===== config.mk =====
export PLATFORM = sky130hd
export DESIGN_NAME = instr_format_field_decoder
export DESIGN_NICKNAME = d
export VERILOG_FILES = /design/src/instr_decode_pkg.sv /design/src/instr_format_field_decoder.sv
export SDC_FILE = /design/constraint.sdc
export NUM_CORES = 1
export LEC_CHECK = 0
export ABC_AREA = 1
export BUFFER_PORTS_ARGS = -buffer_cell sky130_fd_sc_hd__buf_2
export CAP_MARGIN = 10
export CORE_MARGIN = 3
export CORE_UTILIZATION = 53
export CTS_CLUSTER_DIAMETER = 200
export DETAILED_ROUTE_END_ITERATION = 8
export GPL_ROUTABILITY_DRIVEN = 1
export PLACE_DENSITY = 0.81
export SETUP_SLACK_MARGIN = 0.4
export SYNTH_ARGS = -nofsm -noshare
export SYNTH_HDL_FRONTEND = slang
export SYNTH_SLANG_ARGS = --single-unit

===== constraint.sdc =====
create_clock -name sys_clk_i -period 1.2 [get_ports sys_clk_i]
set_input_delay 0.12 -clock sys_clk_i [delete_from_list [all_inputs] [get_ports sys_clk_i]]
set_output_delay 0.12 -clock sys_clk_i [all_outputs]
set_load 0.05 [all_outputs]

===== src/instr_decode_pkg.sv =====
package instr_decode_pkg;

  // ==========================================
  // Field positions
  localparam int DST_LO = 8;
  localparam int SRC_LO = 4;
  localparam int D4_LO  = 0;
  localparam int TOP_LO = 12;

  // ==========================================
  // Scaling shifts and fixed codes
  localparam logic [4:0]  SH_X1 = 5'h00;
  localparam logic [4:0]  SH_X2 = 5'h01;
  localparam logic [4:0]  SH_X4 = 5'h02;
  localparam logic [15:0] OP_TBIT_COPY = 16'h0029;

  typedef enum logic [3:0] {
    FMT_ZERO = 4'b0000, FMT_N   = 4'b0001, FMT_M   = 4'b0010,
    FMT_NM   = 4'b0011, FMT_MD  = 4'b0100, FMT_ND4 = 4'b0101,
    FMT_NMD  = 4'b0110, FMT_D   = 4'b0111, FMT_D12 = 4'b1000,
    FMT_ND8  = 4'b1001, FMT_I   = 4'b1010, FMT_NI  = 4'b1011
  } fmt_e;

  typedef enum logic [3:0] {
    M_NONE   = 4'b0000, M_REG     = 4'b0001, M_IND     = 4'b0010,
    M_POST   = 4'b0011, M_PRE     = 4'b0100, M_IDX_FIRST = 4'b0101,
    M_DISP   = 4'b0110, M_GBASE   = 4'b0111, M_GBASE_IDX = 4'b1000,
    M_PC_D   = 4'b1001, M_PC_REL  = 4'b1010, M_PC_REG  = 4'b1011,
    M_IMM    = 4'b1100, M_CTRL    = 4'b1101, M_MAC     = 4'b1110,
    M_FIRST  = 4'b1111
  } mode_e;

  typedef enum logic [1:0] {
    SZ_B = 2'b00, SZ_W = 2'b01, SZ_L = 2'b10, SZ_NONE = 2'b11
  } size_e;

  typedef struct packed {
    logic [15:0] opcode;
    fmt_e        fmt;
    mode_e       src_mode;
    mode_e       dst_mode;
    logic [3:0]  src_reg;
    logic [3:0]  dst_reg;
    logic        src2_valid;
    size_e       size;
    logic [31:0] disp;
    logic [31:0] imm;
    logic        pc_align;
    logic        illegal;
  } decode_s;

  localparam decode_s DECODE_RESET = '0;

endpackage


===== src/instr_format_field_decoder.sv =====
`timescale 1ns/1ps
module instr_format_field_decoder
  import instr_decode_pkg::*;
(
  input  wire logic        sys_clk_i,
  input  wire logic        reset_n_i,
  input  wire logic        instr_valid_i,
  input  wire logic [15:0] instr_i,
  output logic             valid_o,
  output decode_s          dec_o
);

  // ==========================================
  // Field extraction
  logic [3:0]  dest_register_field;
  logic [3:0]  source_register_field;
  logic [3:0]  top4;
  logic [3:0]  lo4;
  logic [3:0]  d4;
  logic [7:0]  d8;
  logic [11:0] d12;
  logic [31:0] zext8;
  logic [31:0] sext8;
  logic [31:0] zext4;
  logic [31:0] sext12;

  assign dest_register_field   = instr_i[DST_LO +: 4];
  assign source_register_field = instr_i[SRC_LO +: 4];
  assign top4   = instr_i[TOP_LO +: 4];
  assign lo4    = instr_i[3:0];
  assign d4     = instr_i[D4_LO +: 4];
  assign d8     = instr_i[7:0];
  assign d12    = instr_i[11:0];
  assign zext8  = {24'h000000, d8};
  assign sext8  = {{24{d8[7]}}, d8};
  assign zext4  = {28'h0000000, d4};
  assign sext12 = {{20{d12[11]}}, d12};

  // ==========================================
  // Format and operand decode
  decode_s dec;
  decode_s next_dec;
  logic    valid;
  logic    next_valid;

  always_comb begin
    next_dec        = DECODE_RESET;
    next_dec.opcode = instr_i;
    next_dec.size   = SZ_NONE;
    next_valid      = instr_valid_i;
    case (top4)
      4'h0: begin
        case (lo4)
          4'h4, 4'h5, 4'h6: begin
            next_dec.fmt      = FMT_NM;
            next_dec.src_mode = M_REG;
            next_dec.dst_mode = M_IDX_FIRST;
            next_dec.src_reg  = source_register_field;
            next_dec.dst_reg  = dest_register_field;
            next_dec.size     = size_e'(lo4[1:0]);
          end
          4'h7: begin
            next_dec.fmt      = FMT_NM;
            next_dec.src_mode = M_REG;
            next_dec.dst_mode = M_REG;
            next_dec.src_reg  = source_register_field;
            next_dec.dst_reg  = dest_register_field;
          end
          4'hC, 4'hD, 4'hE: begin
            next_dec.fmt      = FMT_NM;
            next_dec.src_mode = M_IDX_FIRST;
            next_dec.dst_mode = M_REG;
            next_dec.src_reg  = source_register_field;
            next_dec.dst_reg  = dest_register_field;
            next_dec.size     = size_e'(lo4[1:0]);
          end
          4'hF: begin
            next_dec.fmt        = FMT_NM;
            next_dec.src_mode   = M_POST;
            next_dec.dst_mode   = M_MAC;
            next_dec.src_reg    = source_register_field;
            next_dec.dst_reg    = dest_register_field;
            next_dec.src2_valid = 1'b1;
          end
          4'h2, 4'hA: begin
            next_dec.fmt      = FMT_N;
            next_dec.src_mode = M_CTRL;
            next_dec.dst_mode = M_REG;
            next_dec.dst_reg  = dest_register_field;
          end
          4'h3: begin
            next_dec.fmt      = FMT_M;
            next_dec.src_mode = M_PC_REG;
            next_dec.src_reg  = dest_register_field;
          end
          4'h9: begin
            if ({instr_i[15:12], 4'h0, instr_i[7:0]} == OP_TBIT_COPY) begin
              next_dec.fmt      = FMT_N;
              next_dec.dst_mode = M_REG;
              next_dec.dst_reg  = dest_register_field;
            end else begin
              next_dec.fmt = FMT_ZERO;
            end
          end
          4'h8, 4'hB: next_dec.fmt = FMT_ZERO;
          default: next_dec.illegal = 1'b1;
        endcase
      end
      4'h1, 4'h5: begin
        next_dec.fmt      = FMT_NMD;
        next_dec.src_mode = top4[2] ? M_DISP : M_REG;
        next_dec.dst_mode = top4[2] ? M_REG : M_DISP;
        next_dec.src_reg  = source_register_field;
        next_dec.dst_reg  = dest_register_field;
        next_dec.size     = SZ_L;
        next_dec.disp     = zext4 << SH_X4;
      end
      4'h2, 4'h6: begin
        next_dec.fmt     = FMT_NM;
        next_dec.src_reg = source_register_field;
        next_dec.dst_reg = dest_register_field;
        next_dec.src_mode = M_REG;
        next_dec.dst_mode = M_REG;
        if (lo4[3] == 1'b0 && lo4[1:0] != 2'b11) begin
          next_dec.size = size_e'(lo4[1:0]);
          if (top4[2]) begin
            next_dec.src_mode = lo4[2] ? M_POST : M_IND;
          end else begin
            next_dec.dst_mode = lo4[2] ? M_PRE : M_IND;
          end
        end
      end
      4'h3: begin
        next_dec.fmt      = FMT_NM;
        next_dec.src_mode = M_REG;
        next_dec.dst_mode = M_REG;
        next_dec.src_reg  = source_register_field;
        next_dec.dst_reg  = dest_register_field;
      end
      4'h4: begin
        case (lo4)
          4'hF: begin
            next_dec.fmt        = FMT_NM;
            next_dec.src_mode   = M_POST;
            next_dec.dst_mode   = M_MAC;
            next_dec.src_reg    = source_register_field;
            next_dec.dst_reg    = dest_register_field;
            next_dec.src2_valid = 1'b1;
            next_dec.size       = SZ_W;
          end
          4'hC, 4'hD: begin
            next_dec.fmt      = FMT_NM;
            next_dec.src_mode = M_REG;
            next_dec.dst_mode = M_REG;
            next_dec.src_reg  = source_register_field;
            next_dec.dst_reg  = dest_register_field;
          end
          4'h2, 4'h3: begin
            next_dec.fmt      = FMT_N;
            next_dec.src_mode = M_CTRL;
            next_dec.dst_mode = M_PRE;
            next_dec.dst_reg  = dest_register_field;
            next_dec.size     = SZ_L;
          end
          4'h6, 4'h7, 4'hA, 4'hE: begin
            next_dec.fmt      = FMT_M;
            next_dec.src_mode = lo4[3] ? M_REG : M_POST;
            next_dec.dst_mode = M_CTRL;
            next_dec.src_reg  = dest_register_field;
            next_dec.size     = lo4[3] ? SZ_NONE : SZ_L;
          end
          4'hB: begin
            if (source_register_field == 4'h1) begin
              next_dec.fmt      = FMT_N;
              next_dec.dst_mode = M_IND;
              next_dec.dst_reg  = dest_register_field;
              next_dec.size     = SZ_B;
            end else begin
              next_dec.fmt      = FMT_M;
              next_dec.src_mode = M_IND;
              next_dec.src_reg  = dest_register_field;
            end
          end
          default: begin
            next_dec.fmt      = FMT_N;
            next_dec.dst_mode = M_REG;
            next_dec.dst_reg  = dest_register_field;
          end
        endcase
      end
      4'h7, 4'hE: begin
        next_dec.fmt      = FMT_NI;
        next_dec.src_mode = M_IMM;
        next_dec.dst_mode = M_REG;
        next_dec.dst_reg  = dest_register_field;
        next_dec.imm      = sext8;
      end
      4'h8: begin
        case (dest_register_field)
          4'h0, 4'h1: begin
            next_dec.fmt      = FMT_ND4;
            next_dec.src_mode = M_FIRST;
            next_dec.dst_mode = M_DISP;
            next_dec.dst_reg  = source_register_field;
            next_dec.size     = size_e'(instr_i[9:8]);
            next_dec.disp     = zext4 << (instr_i[8] ? SH_X2 : SH_X1);
          end
          4'h4, 4'h5: begin
            next_dec.fmt      = FMT_MD;
            next_dec.src_mode = M_DISP;
            next_dec.dst_mode = M_FIRST;
            next_dec.src_reg  = source_register_field;
            next_dec.size     = size_e'(instr_i[9:8]);
            next_dec.disp     = zext4 << (instr_i[8] ? SH_X2 : SH_X1);
          end
          4'h8: begin
            next_dec.fmt      = FMT_I;
            next_dec.src_mode = M_IMM;
            next_dec.dst_mode = M_FIRST;
            next_dec.imm      = sext8;
          end
          4'h9, 4'hB, 4'hD, 4'hF: begin
            next_dec.fmt      = FMT_D;
            next_dec.src_mode = M_PC_REL;
            next_dec.disp     = sext8 << SH_X2;
          end
          default: next_dec.illegal = 1'b1;
        endcase
      end
      4'h9, 4'hD: begin
        next_dec.fmt      = FMT_ND8;
        next_dec.src_mode = M_PC_D;
        next_dec.dst_mode = M_REG;
        next_dec.dst_reg  = dest_register_field;
        next_dec.size     = top4[2] ? SZ_L : SZ_W;
        next_dec.disp     = zext8 << (top4[2] ? SH_X4 : SH_X2);
        next_dec.pc_align = top4[2];
      end
      4'hA, 4'hB: begin
        next_dec.fmt      = FMT_D12;
        next_dec.src_mode = M_PC_REL;
        next_dec.disp     = sext12 << SH_X2;
      end
      4'hC: begin
        case (dest_register_field)
          4'h0, 4'h1, 4'h2, 4'h4, 4'h5, 4'h6: begin
            next_dec.fmt      = FMT_D;
            next_dec.src_mode = instr_i[10] ? M_GBASE : M_FIRST;
            next_dec.dst_mode = instr_i[10] ? M_FIRST : M_GBASE;
            next_dec.size     = size_e'(instr_i[9:8]);
            next_dec.disp     = zext8 << {3'b000, instr_i[9:8]};
          end
          4'h3: begin
            next_dec.fmt      = FMT_I;
            next_dec.src_mode = M_IMM;
            next_dec.imm      = zext8 << SH_X4;
          end
          4'h7: begin
            next_dec.fmt      = FMT_D;
            next_dec.src_mode = M_PC_D;
            next_dec.dst_mode = M_FIRST;
            next_dec.size     = SZ_L;
            next_dec.disp     = zext8 << SH_X4;
            next_dec.pc_align = 1'b1;
          end
          default: begin
            next_dec.fmt      = FMT_I;
            next_dec.src_mode = M_IMM;
            next_dec.dst_mode = instr_i[10] ? M_GBASE_IDX : M_FIRST;
            next_dec.size     = instr_i[10] ? SZ_B : SZ_NONE;
            next_dec.imm      = zext8;
          end
        endcase
      end
      default: next_dec.illegal = 1'b1;
    endcase
  end

  // Decoded word is held until the next valid word; consumers use valid_o
  always_ff @(posedge sys_clk_i or negedge reset_n_i) begin
    if (!reset_n_i) begin
      dec   <= DECODE_RESET;
      valid <= 1'b0;
    end else begin
      dec   <= instr_valid_i ? next_dec : dec;
      valid <= next_valid;
    end
  end

  assign dec_o   = dec;
  assign valid_o = valid;

  // ==========================================
  // Checks
  logic [15:0] last_instr;

  always_ff @(posedge sys_clk_i or negedge reset_n_i) begin
    if (!reset_n_i) begin
      last_instr <= 16'h0000;
    end else begin
      last_instr <= instr_i;
    end
  end
endmodule // instr_format_field_decoder


==> results of run 1 <==
[logic make-up after synthesis]
group | Yosys count | synth area share
and+or+nand+nor | 405 | 0.382
buffers and inverters | 121 | 0.142
DFF | 66 | 0.360
AOI/OAI and AO/OA | 97 | 0.116
[through the flow]
stage / instances / setup WS (ns) / hold slack, ns
after global placement: 980 / -0.291 / 0.116
after detailed placement: 980 / -0.346 / 0.126
after floorplan: 689 / 0.0984 / -0.176
[Yosys cell counts, types with 2 or more instances]
cell	number	area share
inv_2	9	0.0074
o22ai_1	3	0.0041
dfrtp_1	66	0.36
buf_1	4	0.0033
nor2_2	6	0.0082
nor2_1	43	0.035
o21ai_1	9	0.0098
nand3_1	56	0.061
nand2_2	5	0.0068
buf_6	2	0.0049
o21a_1	2	0.0033
nand2_4	2	0.0049
buf_4	44	0.072
nand3_2	5	0.011
nor2_4	3	0.0074
nand2_1	257	0.21
clkbuf_1	14	0.011
buf_2	13	0.014
inv_1	33	0.027
nand4_1	15	0.020
o21ai_2	2	0.0038
a21oi_1	20	0.022
nor3_1	9	0.0098
o211ai_1	7	0.011
o21ai_0	50	0.055
==> impl_metrics.ini, run 1 <==
[placed_design]
dp_hpwl_microns = 13900
io_buffers = 124
placed_cell_area_sq_mm = 0.00616
gp_congestion = 1.00

[cts]
cts_buffers = 9
htreeDepth = 3
cts_root_buf = clkbuf_8
cts_setup_buffers = 42
cts_resized = 451
clock_path_buffers = 2
clock_sinks = 66
hold_buffers = 2

[synth]
synth_cell_types = 35
netlist_area_sq_mm = 0.00459
synth_ff_type = dfrtp_1
syn_nets = 708
synth_seq_cells = 66
synth_warnings = 0
synth_async_sr_flop_share = 1.00
synth_edf_count = 0
syn_inst = 689
seq_area_frac_synth = 0.360
syn_area_per_cell_sq_um = 6.66

[floorplan]
initial_core_util = 0.553
num_rows = 33
io_pins = 125
dieWidth_microns = 99.0
die_h_microns = 99.0

[outcome]
error_line = [ERROR DPL-0033] detailed placement checks failed during check placement.
status = aborted with a tool error
failed_stage = clock tree synthesis
==> inputs of run 2 (changes only) <==
- CORE_UTILIZATION: 53 -> 40
- CTS_CLUSTER_DIAMETER: 200 -> unset
- PLACE_DENSITY: 0.81 -> unset
- PLACE_DENSITY_LB_ADDON: unset -> 0.15
- SETUP_SLACK_MARGIN: 0.4 -> unset
==> impl_metrics.ini, run 2 <==
[synth]
syn_inst = 689
netlist_area_sq_mm = 0.00459
synth_warnings = 0
synth_edf_count = 0
synth_ff_type = dfrtp_1
syn_nets = 708
synth_top_area_share = 0.360
yosys-top-cells-count = nand2_1, dfrtp_1, nand3_1
yosysMostFrequentCell = nand2_1
seq_area_frac_synth = 0.360
syn_area_per_cell_sq_um = 6.66
synthTopCellsByArea = dfrtp_1, nand2_1, buf_4
synth_async_sr_flop_share = 1.00
yosys.area.top_type = dfrtp_1
synth_seq_cells = 66
synth_cell_types = 35

[min_path]
hold_class = in -> reg

[cts]
cts_tree = built
clock_path_buffers = 2
clock_sinks = 66
cts_buffers = 9
clk_pin_slew_ns = 0.06
clock_latency_ns = 0.34
cts_root_buf = clkbuf_16
htreeDepth = 3

[setup_path]
path_cells = buf_6 > buf_6
critPathLaunchType = flip-flop
cpMostUsedCell = buf_6
cp_slowest_cell = dfrtp_2
worstPathArrival_ns = 1.10
crit_path_end_kind = output pin
crit_buf_inv = 2
critPathKind = reg -> out
path_max_fanout = 9
cp.required_ns = 1.08
cp_top_family = flip-flops
max_stage_delay_ns = 0.44

[final_layout]
drive_gt1_frac = 0.375
nets = 910
layout_commonest_cell = nand2_1
final-seq-area_sq_mm = 0.00165
design_area_sq_mm = 0.00673
n_antenna_cell = 0
largest_register_ff_count = 65
multi_input_area_sq_mm = 0.00235
layout_common_cells = nand2_1, buf_4, buf_2
fillers = 1035
area_growth_pct = 46.7

[detailed_routing]
drtIter0Drc = 462
wl_per_cell_microns = 18.2
routed_wl_microns = 18800
drc = 0
vias_per_cell = 5.27
num_vias = 5462
ant_nets = 0
first_pass_iters = 7

[timing]
tightest_slew_ns = 0.542
final-setup-viol-count = 37
tns_ns = -0.514
clock_skew_ns = 0
final.setup.worst_slack_ns = -0.0205
slew_headroom = 0.639
rsz0062_at_grt = true
slew_violations = 0
fin_crit_sh = 1.02
hold_viol = 0
max_freq_ghz = 0.819
fin_crit_ns = 1.22

[power_and_ir_drop]
power.switching_uw = 2850
peakVddDrop_mv = 0.986
power.internal_uw = 4830
power_frac_seq = 0.325
switching_share = 0.371
power_density_mw_per_mm2 = 1140
p_leak_uw = 0.00370
clkPwrFrac = 0.344
p_comb_frac = 0.331

[placed_design]
gp_congestion = 0.980
dp_hpwl_microns = 14300
io_buffers = 124
placed_cell_area_sq_mm = 0.00597

[grt]
track_usage = 0.293
grt.busiest_layer = met2
use_met2 = 0.486
antenna_found_initial = 0
grt_pass1_wl_microns = 28700
met3_usage = 0.0508
overflow = 0
grt_use_met1 = 0.380
grt_max_degree = 53
grt_pass1_vias = 5232

[outcome]
violations = setup timing
status = complete, but fails checks

[floorplan]
num_rows = 38
core_area_sq_mm = 0.0110
die_h_microns = 113
die_area_sq_mm = 0.0128
initial_core_util = 0.416
io_pins = 125
dieWidth_microns = 113

[run]
max-cap-violations = 0
-- run 2: per-stage QoR --
step,setup WS [ns],utilization,std cells,hold WS [ns],power (uW)
floorplan,0.00923,-,689,-0.176,4100
global placement,-0.366,0.542,1012,0.122,4890
detailed placement,-0.348,0.542,1012,0.121,4900
CTS,-0.0518,0.593,1035,0.0649,7640
global route,-0.0545,0.610,1036,0.0902,7990
finish,-0.0205,0.610,1036,0.0814,7690
-- run 2: cell families after synthesis --
kind of cell / after synthesis / synth area share
flops: 66 / 0.360
buf+inv: 121 / 0.142
compound gates: 97 / 0.116
simple gates: 405 / 0.382
-- run 2: final cells by class --
class,instances,area share
Clock inverter,3,0.00595
Multi-Input combinational cell,502,0.349
Inverter,44,0.0257
Timing Repair Buffer,268,0.310
Sequential cell,66,0.246
Tap cell,140,0.0260
Clock buffer,13,0.0372
-- run 2: final timing paths --
kind | startpoint | endpoint | slack (ns) | depth (start not counted)
setup / recovery | dec_o[32] | dec_o[13] | -0.02 | 2
setup reg to reg | dec_o[64] | dec_o[64] | 0.35 | 3
hold / removal | instr_valid_i | valid_o | 0.08 | 1
hold reg to reg | dec_o[86] | dec_o[86] | 0.47 | 2
max in group asynchronous | reset_n_i | dec_o[78] | 0.34 | 3
min in group asynchronous | reset_n_i | dec_o[92] | 0.31 | 2
-- run 2: power groups by stage --
stage	logic [uW]	clock network, uW	registers, uW
after floorplan	927	0	3170
after global placement	2360	0	2530
after detailed placement	2370	0	2540
after CTS	2470	2680	2500
after global routing	2700	2760	2520
final	2540	2640	2500
-- run 2: timing repair --
| action | 4_1_cts | 5_1_grt |
|---|---|---|
| setup endpoints to repair | 43 | 75 |
| resized for setup | 73 | 65 |
| hold buffers | 1 | 0 |
| endpoints found under the hold margin | 18 | 0 |
| buffers inserted | 6 | 1 |
| pin swaps | 0 | 1 |
-- run 2: routing by layer --
| layer | wire length, microns | share of wire |
|---|---|---|
| met5 | 0 | 0 |
| met4 | 483 | 0.026 |
| met3 | 1450 | 0.077 |
| met2 | 8930 | 0.47 |
| met1 | 7970 | 0.42 |
Note: power is estimated with default switching activity, not from simulation.
